[config.mk]
export PLATFORM = sky130hd
export DESIGN_NAME = timer_counter
export DESIGN_NICKNAME = d
export VERILOG_FILES = /design/src/tc_pkg.sv /design/src/tc_prescaler.sv /design/src/timer_counter.sv
export VERILOG_INCLUDE_DIRS = /design/src
export SDC_FILE = /design/constraint.sdc
export NUM_CORES = 1
export LEC_CHECK = 0
export BUFFER_PORTS_ARGS = -buffer_cell sky130_fd_sc_hd__buf_4
export CAP_MARGIN = 5
export CORE_AREA = 2 2 102 104
export CTS_CLUSTER_SIZE = 28
export DETAILED_ROUTE_END_ITERATION = 8
export DIE_AREA = 0 0 104 106
export PLACE_DENSITY = 0.72
export RECOVER_POWER = 25
export SLEW_MARGIN = 30
export SYNTH_ARGS = -nofsm -noshare
export SYNTH_HDL_FRONTEND = slang
export SYNTH_HIERARCHICAL = 1
export SYNTH_SLANG_ARGS = --single-unit
[constraint.sdc]
create_clock -name sys_clk -period 5.4 [get_ports sys_clk]
set_input_delay 0.54 -clock sys_clk [delete_from_list [all_inputs] [get_ports sys_clk]]
set_output_delay 0.54 -clock sys_clk [all_outputs]
set_load 0.05 [all_outputs]
[src/tc_defs.svh]
// Register offsets, field positions and reset values of the timer/counter.
// Assumes a 12-bit APB byte address; every register is one aligned word.
`ifndef TC_DEFS_SVH
`define TC_DEFS_SVH

// ****************************************************************
// Register offsets
// ****************************************************************
`define TC_OFF_COUNT_LOW    12'h000
`define TC_OFF_COUNT_HIGH   12'h004
`define TC_OFF_CTRL_A       12'h008
`define TC_OFF_CTRL_B       12'h00C
`define TC_OFF_EVENT_STAT   12'h010

// ****************************************************************
// Field positions
// ****************************************************************
`define TC_A_EN_BIT         7
`define TC_A_OUT_BIT        5
`define TC_A_WIDE_BIT       4
`define TC_A_OUTPS_LSB      0
`define TC_B_CS_LSB         5
`define TC_B_ASYNC_BIT      4
`define TC_B_CKPS_LSB       0
`define TC_S_FLAG_BIT       0
`define TC_S_IE_BIT         1

// ****************************************************************
// Reset values
// ****************************************************************
`define TC_RST_COUNT_LOW    8'h00
`define TC_RST_PERIOD       8'hFF
`define TC_ALL_ONES_16      16'hFFFF

`endif

[src/tc_pkg.sv]
// Types shared by the timer/counter and its prescaler.
// Assumes a 12-bit APB address and 32-bit data.
package tc_pkg;

    // ****************************************************************
    // Bus carriers
    // ****************************************************************
    typedef struct packed {
        logic        psel;
        logic        penable;
        logic        pwrite;
        logic [11:0] paddr;
        logic [31:0] pwdata;
    } apb_req_t;

    typedef struct packed {
        logic        pready;
        logic [31:0] prdata;
        logic        pslverr;
    } apb_rsp_t;

    // ****************************************************************
    // Clock source codes
    // ****************************************************************
    typedef enum logic [2:0] {
        CS_PIN_TRUE  = 3'b000,
        CS_PIN_INV   = 3'b001,
        CS_INSTR     = 3'b010,
        CS_HF_OSC    = 3'b011,
        CS_LF_OSC    = 3'b100,
        CS_RESERVED  = 3'b101,
        CS_SEC_OSC   = 3'b110,
        CS_LOGIC_ONE = 3'b111
    } clk_src_t;

    // ****************************************************************
    // Control fields and module state
    // ****************************************************************
    typedef struct packed {
        logic       en;
        logic       wide;
        logic [3:0] outps;
    } ctrl_a_t;

    typedef struct packed {
        clk_src_t   cs;
        logic       async_sel;
        logic [3:0] ckps;
    } ctrl_b_t;

    typedef struct packed {
        logic [7:0]  lo;
        logic [7:0]  hi;
        logic [7:0]  hp;
        logic [7:0]  pbuf;
        logic [7:0]  snap_hi;
        logic [3:0]  post;
        logic        tout;
        logic        pulse;
        logic        flag;
        logic        ie;
        ctrl_a_t     ctrl_a;
        ctrl_b_t     ctrl_b;
        logic        sync1;
        logic        sync2;
        logic        sync3;
        logic        raw_prev;
        logic [31:0] prdata;
    } tc_state_t;

    typedef struct packed {
        logic [14:0] cnt;
    } pre_state_t;

endpackage

[src/tc_prescaler.sv]
// Power-of-two prescaler for the timer/counter.
// Assumes one-cycle input ticks on sys_clk; clear has priority over counting.
`timescale 1ns/1ns

module tc_prescaler #(
    parameter int PRE_W = 15,
    parameter int SEL_W = 4
) (
    input  wire logic             sys_clk,
    input  wire logic             srst,
    input  wire logic             tick_in,
    input  wire logic             clear,
    input  wire logic [SEL_W-1:0] sel,
    output logic                  tick_out,
    output logic [PRE_W-1:0]      pre_count
);

    // ****************************************************************
    // Ratio decode
    // ****************************************************************
    // Low n bits all ones marks every 2^n-th tick
    function automatic logic [PRE_W-1:0] ratio_mask(input logic [SEL_W-1:0] s);
        ratio_mask = PRE_W'((32'h1 << s) - 32'h1);
    endfunction

    tc_pkg::pre_state_t st;
    tc_pkg::pre_state_t next_st;
    logic [PRE_W-1:0]   mask;

    // Output tick and next count
    always_comb begin
        mask     = ratio_mask(sel);
        next_st  = st;
        tick_out = tick_in && !clear && ((st.cnt & mask) == mask);
        if (clear) begin
            next_st.cnt = '0;
        end else if (tick_in) begin
            next_st.cnt = st.cnt + PRE_W'(1);
        end
    end

    // State register
    always_ff @(posedge sys_clk) begin
        if (srst) begin
            st <= '{cnt: '0};
        end else begin
            st <= next_st;
        end
    end

    assign pre_count = st.cnt;

endmodule

[src/timer_counter.sv]
// 8/16-bit timer/counter with prescaler, postscaler and APB registers.
// Assumes all clock source inputs are sampled on sys_clk; sys_clk is the
// instruction clock and sleep_mode is a level from the power controller.
//
// The APB slave port and the register offsets were chosen for this implementation.
`timescale 1ns/1ns
`include "tc_defs.svh"

// Operation
// - wide_count_select picks 8-bit or 16-bit count
// - Instruction clock every cycle, else rising edges
// - Fifteen-bit prescaler, sixteen power-of-two ratios
// - Low byte read copies true high byte
// - Low byte write loads high from buffer
// - Eight-bit match clears count, reloads buffer, feeds postscaler
// - Eight-bit registers direct; reset count 0, period FF
// - Low byte and control writes, disable and reset clear prescaler and postscaler
// - Prescale code zero counts every input edge
// - Asynchronous select counts raw edges, even sleeping
// - Synchronous select resynchronises the counter clock
// - Synchronous and instruction clock halt in sleep; asynchronous keeps counting
// - Three-bit field chooses the clock source
// - Postscaler divides events by one to sixteen
// - Base event is match or 16-bit rollover
// - Flag sets every postscale-plus-one events
// - Enabled flag raises the interrupt request
// - Output toggles every postscale-plus-one events
// - Output readable as status and exported
// - Prescaler and postscaler not software visible
// - Source codes map pin, oscillators, logic cell
// - Enable bit runs module; clear stops it
// - Prescale code n divides by two to n
module timer_counter (
    input  wire logic             sys_clk,
    input  wire logic             srst,
    input  wire tc_pkg::apb_req_t apb_req,
    output tc_pkg::apb_rsp_t      apb_rsp,
    input  wire logic             clk_in_pin,
    input  wire logic             hf_osc,
    input  wire logic             lf_osc,
    input  wire logic             sec_osc,
    input  wire logic             logic_cell,
    input  wire logic             sleep_mode,
    output logic                  timer_output_status,
    output logic                  timer_output_pulse,
    output logic                  timer_irq
);

    // ****************************************************************
    // Address decode
    // ****************************************************************
    typedef enum logic [2:0] {
        R_LOW  = 3'b000,
        R_HIGH = 3'b001,
        R_CA   = 3'b010,
        R_CB   = 3'b011,
        R_STAT = 3'b100,
        R_NONE = 3'b111
    } reg_sel_t;

    // Maps a byte address onto a register; prescaler state has no address
    function automatic reg_sel_t decode(input logic [11:0] a);
        unique case (a)
            `TC_OFF_COUNT_LOW:  decode = R_LOW;
            `TC_OFF_COUNT_HIGH: decode = R_HIGH;
            `TC_OFF_CTRL_A:     decode = R_CA;
            `TC_OFF_CTRL_B:     decode = R_CB;
            `TC_OFF_EVENT_STAT: decode = R_STAT;
            default:            decode = R_NONE;
        endcase
    endfunction

    localparam tc_pkg::tc_state_t ST_RESET = '{
        lo:     `TC_RST_COUNT_LOW,
        hp:     `TC_RST_PERIOD,
        pbuf:   `TC_RST_PERIOD,
        ctrl_a: '{en: 1'b0, wide: 1'b0, outps: 4'h0},
        ctrl_b: '{cs: tc_pkg::CS_PIN_TRUE, async_sel: 1'b0, ckps: 4'h0},
        default: '0
    };

    tc_pkg::tc_state_t st;
    tc_pkg::tc_state_t next_st;
    reg_sel_t          rsel;
    logic              setup_rd;
    logic              acc;
    logic              wr;
    logic              rd_low;
    logic              wr_low;
    logic              wr_ctrl;
    logic              wr_stat;
    logic              pre_clear;
    logic              src_raw;
    logic              edge_sync;
    logic              edge_raw;
    logic              src_tick;
    logic              ptick;
    logic              base_event;
    logic              post_event;
    logic [15:0]       full;
    logic [15:0]       full_inc;
    logic [31:0]       rdata;
    logic [14:0]       pre_count;

    // ****************************************************************
    // Bus strobes and clock source
    // ****************************************************************
    // Access completes in its first access cycle
    always_comb begin
        rsel     = decode(apb_req.paddr);
        setup_rd = apb_req.psel && !apb_req.penable && !apb_req.pwrite;
        acc      = apb_req.psel && apb_req.penable;
        wr       = acc && apb_req.pwrite;
        rd_low   = acc && !apb_req.pwrite && (rsel == R_LOW);
        wr_low   = wr && (rsel == R_LOW);
        wr_ctrl  = wr && ((rsel == R_CA) || (rsel == R_CB));
        wr_stat  = wr && (rsel == R_STAT);
        pre_clear = wr_low || wr_ctrl || !st.ctrl_a.en;
    end

    // Source multiplexer
    always_comb begin
        unique case (st.ctrl_b.cs)
            tc_pkg::CS_PIN_TRUE:  src_raw = clk_in_pin;
            tc_pkg::CS_PIN_INV:   src_raw = !clk_in_pin;
            tc_pkg::CS_INSTR:     src_raw = 1'b1;
            tc_pkg::CS_HF_OSC:    src_raw = hf_osc;
            tc_pkg::CS_LF_OSC:    src_raw = lf_osc;
            tc_pkg::CS_RESERVED:  src_raw = 1'b0;
            tc_pkg::CS_SEC_OSC:   src_raw = sec_osc;
            tc_pkg::CS_LOGIC_ONE: src_raw = logic_cell;
        endcase
    end

    // Edge detection; sync path reads only the second stage onward
    always_comb begin
        edge_sync = st.sync2 && !st.sync3;
        edge_raw  = src_raw && !st.raw_prev;
        if (st.ctrl_b.cs == tc_pkg::CS_INSTR) begin
            src_tick = !sleep_mode;
        end else if (st.ctrl_b.async_sel) begin
            src_tick = edge_raw;
        end else begin
            src_tick = edge_sync && !sleep_mode;
        end
    end

    tc_prescaler #(
        .PRE_W (15),
        .SEL_W (4)
    ) u_prescaler (
        .sys_clk   (sys_clk),
        .srst      (srst),
        .tick_in   (src_tick && st.ctrl_a.en),
        .clear     (pre_clear),
        .sel       (st.ctrl_b.ckps),
        .tick_out  (ptick),
        .pre_count (pre_count)
    );

    // ****************************************************************
    // Read data
    // ****************************************************************
    // Register image seen by a read
    always_comb begin
        rdata = 32'h0000_0000;
        unique case (rsel)
            R_LOW:  rdata[7:0] = st.lo;
            R_HIGH: rdata[7:0] = st.hp;
            R_CA: begin
                rdata[`TC_A_EN_BIT]          = st.ctrl_a.en;
                rdata[`TC_A_OUT_BIT]         = st.tout;
                rdata[`TC_A_WIDE_BIT]        = st.ctrl_a.wide;
                rdata[`TC_A_OUTPS_LSB +: 4]  = st.ctrl_a.outps;
            end
            R_CB: begin
                rdata[`TC_B_CS_LSB +: 3]     = st.ctrl_b.cs;
                rdata[`TC_B_ASYNC_BIT]       = st.ctrl_b.async_sel;
                rdata[`TC_B_CKPS_LSB +: 4]   = st.ctrl_b.ckps;
            end
            R_STAT: begin
                rdata[`TC_S_FLAG_BIT]        = st.flag;
                rdata[`TC_S_IE_BIT]          = st.ie;
            end
            R_NONE: rdata = 32'h0000_0000;
        endcase
    end

    // ****************************************************************
    // Counter, postscaler and registers
    // ****************************************************************
    // Next state: count, events, then bus writes on top
    always_comb begin
        next_st    = st;
        full       = {st.hi, st.lo};
        full_inc   = full + 16'h0001;
        base_event = 1'b0;
        post_event = 1'b0;
        next_st.sync1    = src_raw;
        next_st.sync2    = st.sync1;
        next_st.sync3    = st.sync2;
        next_st.raw_prev = src_raw;
        if (setup_rd) begin
            next_st.prdata  = rdata;
            next_st.snap_hi = st.hi;
        end
        if (ptick) begin
            next_st.pulse = 1'b0;
            if (st.ctrl_a.wide) begin
                next_st.hi = full_inc[15:8];
                next_st.lo = full_inc[7:0];
                base_event = (full == `TC_ALL_ONES_16);
            end else if (st.lo == st.pbuf) begin
                next_st.lo   = 8'h00;
                next_st.pbuf = st.hp;
                base_event   = 1'b1;
            end else begin
                next_st.lo = st.lo + 8'h01;
            end
        end
        if (base_event) begin
            post_event = (st.post == st.ctrl_a.outps);
            next_st.post = post_event ? 4'h0 : st.post + 4'h1;
        end
        if (post_event) begin
            next_st.tout  = !st.tout;
            next_st.pulse = 1'b1;
        end
        if (pre_clear) begin
            next_st.post = 4'h0;
        end
        if (rd_low && st.ctrl_a.wide) begin
            next_st.hp = st.snap_hi;
        end
        if (wr) begin
            unique case (rsel)
                R_LOW: begin
                    next_st.lo = apb_req.pwdata[7:0];
                    if (st.ctrl_a.wide) begin
                        next_st.hi = st.hp;
                    end
                end
                R_HIGH: next_st.hp = apb_req.pwdata[7:0];
                R_CA: begin
                    next_st.ctrl_a.en    = apb_req.pwdata[`TC_A_EN_BIT];
                    next_st.ctrl_a.wide  = apb_req.pwdata[`TC_A_WIDE_BIT];
                    next_st.ctrl_a.outps = apb_req.pwdata[`TC_A_OUTPS_LSB +: 4];
                end
                R_CB: begin
                    next_st.ctrl_b.cs =
                        tc_pkg::clk_src_t'(apb_req.pwdata[`TC_B_CS_LSB +: 3]);
                    next_st.ctrl_b.async_sel = apb_req.pwdata[`TC_B_ASYNC_BIT];
                    next_st.ctrl_b.ckps      = apb_req.pwdata[`TC_B_CKPS_LSB +: 4];
                end
                R_STAT: next_st.ie = apb_req.pwdata[`TC_S_IE_BIT];
                R_NONE: next_st.ie = st.ie;
            endcase
        end
        // Write-one clears the flag; a new event in that cycle wins
        if (wr_stat && apb_req.pwdata[`TC_S_FLAG_BIT]) begin
            next_st.flag = 1'b0;
        end
        if (post_event) begin
            next_st.flag = 1'b1;
        end
    end

    // State register
    always_ff @(posedge sys_clk) begin
        if (srst) begin
            st <= ST_RESET;
        end else begin
            st <= next_st;
        end
    end

    // Outputs
    assign apb_rsp.pready      = 1'b1;
    assign apb_rsp.prdata      = st.prdata;
    assign apb_rsp.pslverr     = acc && (rsel == R_NONE);
    assign timer_output_status = st.tout;
    assign timer_output_pulse  = st.pulse;
    assign timer_irq           = st.flag && st.ie;
endmodule

==> results of run 1 <==
[cell families (layout without fill, tap and decap cells)]
kind of cell | count (synthesis) | after routing | share of synthesized area
multiplexers | 28 | 28 | 0.07356
adder cells (fa/ha/maj) | 4 | 4 | 0.01029
AO/OA/AOI/OAI | 125 | 125 | 0.1654
buffers and inverters | 84 | 77 | 0.09388
AND/OR/NAND/NOR | 229 | 229 | 0.2302
XOR/XNOR | 35 | 35 | 0.06301
other | 2 | 25 | 0.001544
flip-flops | 88 | 88 | 0.3621
[power by group]
group	switching, mW	internal, mW	leakage (nW)	total, mW
combinational	0.0724	0.0237	1.07	0.0961
sequential	0.000377	0.649	0.710	0.649
clock	0.229	0.233	0.0973	0.462
[worst max-delay path by stage]
stage,startpoint,end,slack (ns),cells past startpoint
after floorplan,clk_in_pin,timer_output_status$_SDFFE_PP0P_,1.11,16
after global placement,clk_in_pin,timer_output_status$_SDFFE_PP0P_,0.53,14
after detailed placement,clk_in_pin,timer_output_status$_SDFFE_PP0P_,0.45,14
after CTS,st[42]$_SDFFE_PP0P_,timer_output_status$_SDFFE_PP0P_,0.67,13
after global routing,st[42]$_SDFFE_PP0P_,timer_output_status$_SDFFE_PP0P_,0.33,13
final,st[42]$_SDFFE_PP0P_,timer_output_status$_SDFFE_PP0P_,0.62,13
[worst max-delay path, cell delays in order (launching register included)]
cell and delay [ns]:
dfxtp_1 0.38, nor2_1 0.15, a21oi_1 0.05, mux4_2 0.47
nor4b_1 0.26, o21a_1 0.28, or4b_1 0.46, nor4_1 0.33
and3_1 0.40, nand3_1 0.18, or4_1 0.67, or2_0 0.39
a21boi_0 0.28, mux2_2 0.35
[layer usage]
layer | GRT usage | part of all wire
met5 | 0 | 0
met2 | 0.3792 | 0.48
met1 | 0.2831 | 0.45
met4 | 0.07046 | 0.017
met3 | 0.04169 | 0.055
[cells in the mapped netlist, drive strengths merged, types with 3 or more instances]
cell type  instances  area [sq um]
or2                3         18.77
a31oi              4         25.02
xnor2             18         157.7
nor4               7         43.79
a211o             11         96.34
or4                3         22.52
xor2              17         148.9
and4               3         26.28
nor2b              9         56.30
nor4b              4         35.03
nor3b              3         27.52
o21ai             21         105.1
nor2              74         277.8
nand4             11         75.07
a2111oi            4         47.55
nand2b             7         43.79
buf               43         302.8
nand3             23         115.1
and2               3         18.77
clkbuf            22         82.58
a211oi             4         35.03
a21boi             4         30.03
mux2i             20         200.2
inv               19         71.32
nand2             57         214.0
dfxtp             88          1762
ha                 4         50.05
mux4               6         135.1
a22oi              7         52.55
and3               6         37.54
a21oi             55         279.0
nor3               9         45.04
[sequential cells by signal (all words and copies together) (netlist names), named ones only]
name,cells
st,46
u_prescaler/pre_count,15
apb_rsp,8
full,8
next_st,1
timer_output_pulse,1
timer_output_status,1
[layout make-up]
| class | count | share of cell area |
|---|---|---|
| multi-input cells | 446 | 0.5265 |
| clock inverters | 3 | 0.008115 |
| flip-flops and latches | 88 | 0.3360 |
| clock buffers | 11 | 0.02888 |
| repair buffers | 44 | 0.05442 |
| inverters | 19 | 0.01360 |
| well taps | 136 | 0.03246 |
==> results.json, run 1 <==
{
  "final_common_cell": "dfxtp_1",
  "clk_latency_ns": 0.36,
  "boundaryPins": 92,
  "finalSetupViolCount": 0,
  "end_kind": "flop",
  "cts_tree": "built",
  "drtIter0Drc": 304,
  "yosysSeqAreaShare": 0.3621,
  "drc_errors": 0,
  "hold_buffers": 0,
  "placed_cell_area_sq_um": 5094,
  "grt_pass1_vias": 3884,
  "max_freq_mhz": 209.1,
  "worst_slack_ns": 0.6175,
  "period_minus_slack_ns": 4.783,
  "cp_data_arrival_time_ns": 5.03,
  "dr.pass1.iters": 5,
  "start_util": 0.4865,
  "utilization": 0.5243,
  "syn2layout_area_growth_pct": 7.768,
  "slew_violations": 67,
  "multi_input_area_sq_um": 2760,
  "ctsResizeCount": 0,
  "worst-r2r-cell-count": 13,
  "viasPerCell": 5.695,
  "placeableCoreArea_sq_um": 10000,
  "start_kind": "flop",
  "grt-ovfl-total": 0,
  "tns_ns": 0,
  "antenna_found_initial": 0,
  "finalHoldViolations": 0,
  "reg2reg_to": "timer_output_status$_SDFFE_PP0P_",
  "cts_buffers": 9,
  "synth_edf_count": 0,
  "yosys_warnings": 6,
  "synth_top_flop_cell": "dfxtp_1",
  "layout-drive-gt1-share": 0.1113,
  "synthArstFlopShare": 0,
  "drtAntennaViolNets": 0,
  "wirelength_um": 12120,
  "gp_congestion": 0.8943,
  "worst_clock_skew_ns": 0.01434,
  "fin_crit_sh": 0.8857,
  "cap_viol_max_count": 1,
  "ff2ff_setup_slack_ns": 0.62,
  "leakage_nw": 1.880,
  "antenna_cells": 0,
  "vias": 4254,
  "relSlewSlack": -0.9961,
  "p_per_area_nw_per_um2": 230.4,
  "ys_types": 61,
  "ys_ff_latch": 88,
  "die_w_um": 104,
  "crit_type": "reg -> reg",
  "violations": "capacitance limit, slew limit",
  "clockBufferDepth": 2,
  "postCtsSetupBuffers": 0,
  "timing.hold.ws_ns": 0.4552,
  "clkSinkCount": 88,
  "holdPathEnd": "apb_rsp[2]$_SDFFE_PP0P_",
  "r2r-start": "st[42]$_SDFFE_PP0P_",
  "hp-class": "reg -> reg",
  "status": "finished with violations",
  "syn_area_sq_um": 4865,
  "synth.avg_cell_area_sq_um": 8.176,
  "instances_no_fill": 747,
  "grt_max_degree": 67,
  "grt_pass1_wl_um": 19530,
  "fillCellCount": 974,
  "ir_drop_mv": 0.1299,
  "die_h_um": 106,
  "p_total_mw": 1.208,
  "nets": 667,
  "row_count": 37,
  "seq_area_sq_um": 1762,
  "synthCells": 595,
  "worst-path-max-fanout": 8,
  "place_hpwl_um": 8907,
  "placed_cells": 733,
  "clk_pin_slew_ns": 0.08,
  "wl_per_cell_um": 16.22,
  "crit_required_ns": 5.65,
  "io_buffers": 42,
  "grt.total_usage": 0.2214,
  "worstHoldPathCells": 2,
  "htreeDepth": 3,
  "pre_cts_slack_ns": 0.4454,
  "worst_pin_slew_ns": 2.994,
  "worstHoldStart": "apb_rsp[2]$_SDFFE_PP0P_",
  "final_cell_mix": "dfxtp_1 (88), nor2_1 (74), nand2_1 (57)",
  "final_area_sq_um": 5243,
  "cts_root_buf": "clkbuf_8",
  "rsz0062_at_grt": "false",
  "dieArea_sq_um": 11020
}
(Power assumes the default switching activity.)
==> run 2, diff against run 1 <==
--- a/config.mk
+++ b/config.mk
@@ -8,14 +8,13 @@
 export LEC_CHECK = 0
 export BUFFER_PORTS_ARGS = -buffer_cell sky130_fd_sc_hd__buf_4
 export CAP_MARGIN = 5
-export CORE_AREA = 2 2 102 104
+export CORE_AREA = 2 2 106 108
 export CTS_CLUSTER_SIZE = 28
 export DETAILED_ROUTE_END_ITERATION = 8
-export DIE_AREA = 0 0 104 106
-export PLACE_DENSITY = 0.72
+export DIE_AREA = 0 0 108 110
+export PLACE_DENSITY = 0.68
 export RECOVER_POWER = 25
 export SLEW_MARGIN = 30
 export SYNTH_ARGS = -nofsm -noshare
 export SYNTH_HDL_FRONTEND = slang
-export SYNTH_HIERARCHICAL = 1
 export SYNTH_SLANG_ARGS = --single-unit
==> run 2 against run 1 <==
The flow still finishes with violations (capacitance limit, slew limit). Power rose by 5.5%. Non-clock buffer count up 2. Hold slack got worse by 0.0014 ns. Sequential power barely moved. Routed wire length rose by 8.6%. Maximum frequency increased by 26%. Synthesized cell count up 3.9%. Clock power up 14%. Synthesized area rose by 7.0%. Critical path type is now in -> reg. Critical endpoint is now st[57]$_SDFFE_PP0P_.
==> results.json, run 2 <==
{
  "status": "finished with violations",
  "violations": "capacitance limit, slew limit",
  "worstHoldStart": "apb_req[4]",
  "worst_clock_skew_ns": 0.01748,
  "start_kind": "primary input",
  "clk_latency_ns": 0.37,
  "grt_pass1_wl_um": 21380,
  "synthCells": 618,
  "dieArea_sq_um": 11880,
  "syn2layout_area_growth_pct": 6.202,
  "cts_buffers": 9,
  "clockPowerShare": 0.414,
  "timing.hold.ws_ns": 0.4538,
  "htreeDepth": 3,
  "grt.total_usage": 0.2320,
  "antenna_found_initial": 0,
  "drtIter0Drc": 448,
  "rsz0062_at_grt": "false",
  "largest_reg_flops": 46,
  "ys_ff_latch": 88,
  "ff2ff_setup_slack_ns": 1.88,
  "placeableCoreArea_sq_um": 10700,
  "cp_cell_sequence": "clkbuf_1 -> nand2b_1 -> nor4_1 -> a32o_1",
  "crit_required_ns": 5.66,
  "ir_drop_mv": 0.1561,
  "grt_max_degree": 82,
  "seqPwrFrac": 0.510,
  "nets": 685,
  "cap_viol_max_count": 1,
  "place_hpwl_um": 9280,
  "row_count": 38,
  "clockBufferDepth": 2,
  "hp-class": "in -> reg",
  "antenna_cells": 0,
  "intPower_mw": 0.9402,
  "synth_area_leader_cell": "dfxtp_1",
  "dr.pass1.iters": 5,
  "cpPeakStageDelay_ns": 2.33,
  "fillCellCount": 1035,
  "clkSinkCount": 88,
  "cp_num_buf_inv": 1,
  "slew_violations": 82,
  "start_util": 0.4865,
  "worstHoldPathCells": 3,
  "synth_mux_area_frac": 0.1089,
  "synth_top_family_by_area": "simple AND/OR/NAND/NOR gates",
  "end_kind": "flop",
  "cts_tree": "built",
  "relSlewSlack": -1.257,
  "wirelength_um": 13160,
  "p_sw_mw": 0.3346,
  "ys_top_cells_by_area": "dfxtp_1 (34%), mux2i_1 (8.1%), nor2_1 (6.3%), buf_4 (5.0%), a21oi_1 (3.4%)",
  "ys_types": 73,
  "synth_top_flop_cell": "dfxtp_1",
  "gp_congestion": 0.8858,
  "die_h_um": 110,
  "utilization": 0.5167,
  "yosysSeqAreaShare": 0.3385,
  "combPwrFrac": 0.076,
  "cp_top_family": "buffers and inverters",
  "final_common_cell": "dfxtp_1",
  "postCtsSetupBuffers": 0,
  "regMostFlops": "st",
  "worst-r2r-cell-count": 9,
  "viasPerCell": 5.881,
  "hold_buffers": 0,
  "finalHoldViolations": 0,
  "worst_pin_slew_ns": 3.385,
  "max_freq_mhz": 264.2,
  "grt_pass1_vias": 4235,
  "synthXorXnorAreaFrac": 0.03870,
  "io_buffers": 42,
  "yosys.area_share.simple": 0.2476,
  "synthArstFlopShare": 0,
  "r2r-start": "st[38]$_SDFFE_PP0P_",
  "p_per_area_nw_per_um2": 230.6,
  "synth.avg_cell_area_sq_um": 8.422,
  "crit_type": "in -> reg",
  "worst-path-max-fanout": 81,
  "synthAdderAreaFrac": 0.009615,
  "synth_compound_area_frac": 0.1519,
  "synth_top_area_share": 0.3385,
  "synth_edf_count": 0,
  "die_w_um": 108,
  "holdPathEnd": "st[48]$_SDFFE_PP0P_",
  "fin_crit_sh": 0.7008,
  "netlist_top_cells_count": "dfxtp_1 (88), nor2_1 (88), nand2_1 (44), mux2i_1 (42)",
  "wl_per_cell_um": 17.07,
  "cts_root_buf": "clkbuf_8",
  "finalSetupViolCount": 0,
  "tns_ns": 0,
  "grt-ovfl-total": 0,
  "syn_area_sq_um": 5205,
  "cp_data_arrival_time_ns": 4.04,
  "drtAntennaViolNets": 0,
  "sw_frac_of_total": 0.2625,
  "yosys_warnings": 0,
  "layout-drive-gt1-share": 0.1442,
  "period_minus_slack_ns": 3.784,
  "clk_pin_slew_ns": 0.09,
  "ctsResizeCount": 0,
  "worst_path_max_delay_cell": "clkbuf_1",
  "drc_errors": 0,
  "boundaryPins": 92,
  "vias": 4534,
  "final_cell_mix": "dfxtp_1 (88), nor2_1 (87), nand2_1 (44)",
  "leakage_nw": 1.864
}
-- run 2: cell count changes after synthesis, sizes merged, moves of 6 or more --
| cell | before | now |
|---|---|---|
| mux2i | 20 | 42 |
| a21oi | 55 | 35 |
| nor2 | 74 | 89 |
| nand2 | 57 | 44 |
| a211o | 11 | 1 |
| xnor2 | 18 | 8 |
| or3 | 1 | 10 |
| inv | 19 | 11 |
| a211oi | 4 | 11 |
| clkbuf | 22 | 28 |
| nand3 | 23 | 17 |
-- run 2: worst max-delay path by stage --
stage	cells after the start	to	slack [ns]	from
after floorplan	11	st[57]$_SDFFE_PP0P_	2.26	st[37]$_SDFFE_PP0P_
after global placement	9	st[56]$_SDFFE_PP0P_	1.97	st[37]$_SDFFE_PP0P_
after detailed placement	9	st[56]$_SDFFE_PP0P_	1.94	st[39]$_SDFFE_PP0P_
after CTS	9	st[56]$_SDFFE_PP0P_	1.91	st[37]$_SDFFE_PP0P_
after global routing	4	st[57]$_SDFFE_PP0P_	1.32	srst
final	4	st[57]$_SDFFE_PP0P_	1.62	srst
-- run 2: routing by layer --
metal | up-vias | track usage | routed length [um]
met5 | - | 0 | 0
met4 | 0 | 0.09524 | 398
met3 | 29 | 0.05350 | 829
met2 | 164 | 0.3994 | 6499
met1 | 2176 | 0.2805 | 5432
li1 | 2165 | - | -
-- run 2: logic make-up after synthesis --
family          after synthesis
xor+xnor                     23
mux                          50
other cells                   2
simple gates                254
compound gates              114
buf+inv                      83
flops                        88
fa+ha+maj                     4
-- run 2: through the flow --
| stage | instance area, sq um | power [mW] | instances | setup slack, ns |
|---|---|---|---|---|
| after global routing | 5528 | 1.317 | 771 | 1.317 |
| after floorplan | 5291 | 0.7463 | 641 | 2.260 |
| after global placement | 5334 | 0.7599 | 755 | 1.969 |
| after detailed placement | 5339 | 0.7611 | 755 | 1.937 |
| final | 5528 | 1.275 | 771 | 1.616 |
| after CTS | 5564 | 1.281 | 771 | 1.912 |
-- run 2: worst reg2reg max path, stage by stage (launching register included) --
cell	delay, ns
dfxtp_1	0.64
nor3_1	0.16
nand2b_1	0.11
ha_1	0.35
o31ai_1	0.11
a221o_2	0.40
a311o_2	0.40
or3_4	0.46
or4_1	0.54
a311oi_1	0.26
-- run 2: area by class of cell --
class / instances / area (sq um) / share of cell area
timing repair buffer: 46 / 300.3 / 0.05432
clock buffer: 9 / 123.9 / 0.02241
clock inverter: 7 / 101.3 / 0.01833
multi-input combinational: 470 / 3024 / 0.5471
tap: 140 / 175.2 / 0.03169
inverter: 11 / 41.29 / 0.007469
sequential: 88 / 1762 / 0.3187
-- run 2: power by group through the flow --
| stage | Sequential, mW | Combinational, mW | Clock [mW] |
|---|---|---|---|
| 3_3_place_gp | 0.665 | 0.0951 | 0 |
| 2_1_floorplan | 0.665 | 0.0816 | 0 |
| 4_1_cts | 0.650 | 0.0965 | 0.535 |
| 6_report | 0.650 | 0.0969 | 0.528 |
| 5_1_grt | 0.650 | 0.103 | 0.564 |
| 3_5_place_dp | 0.665 | 0.0962 | 0 |
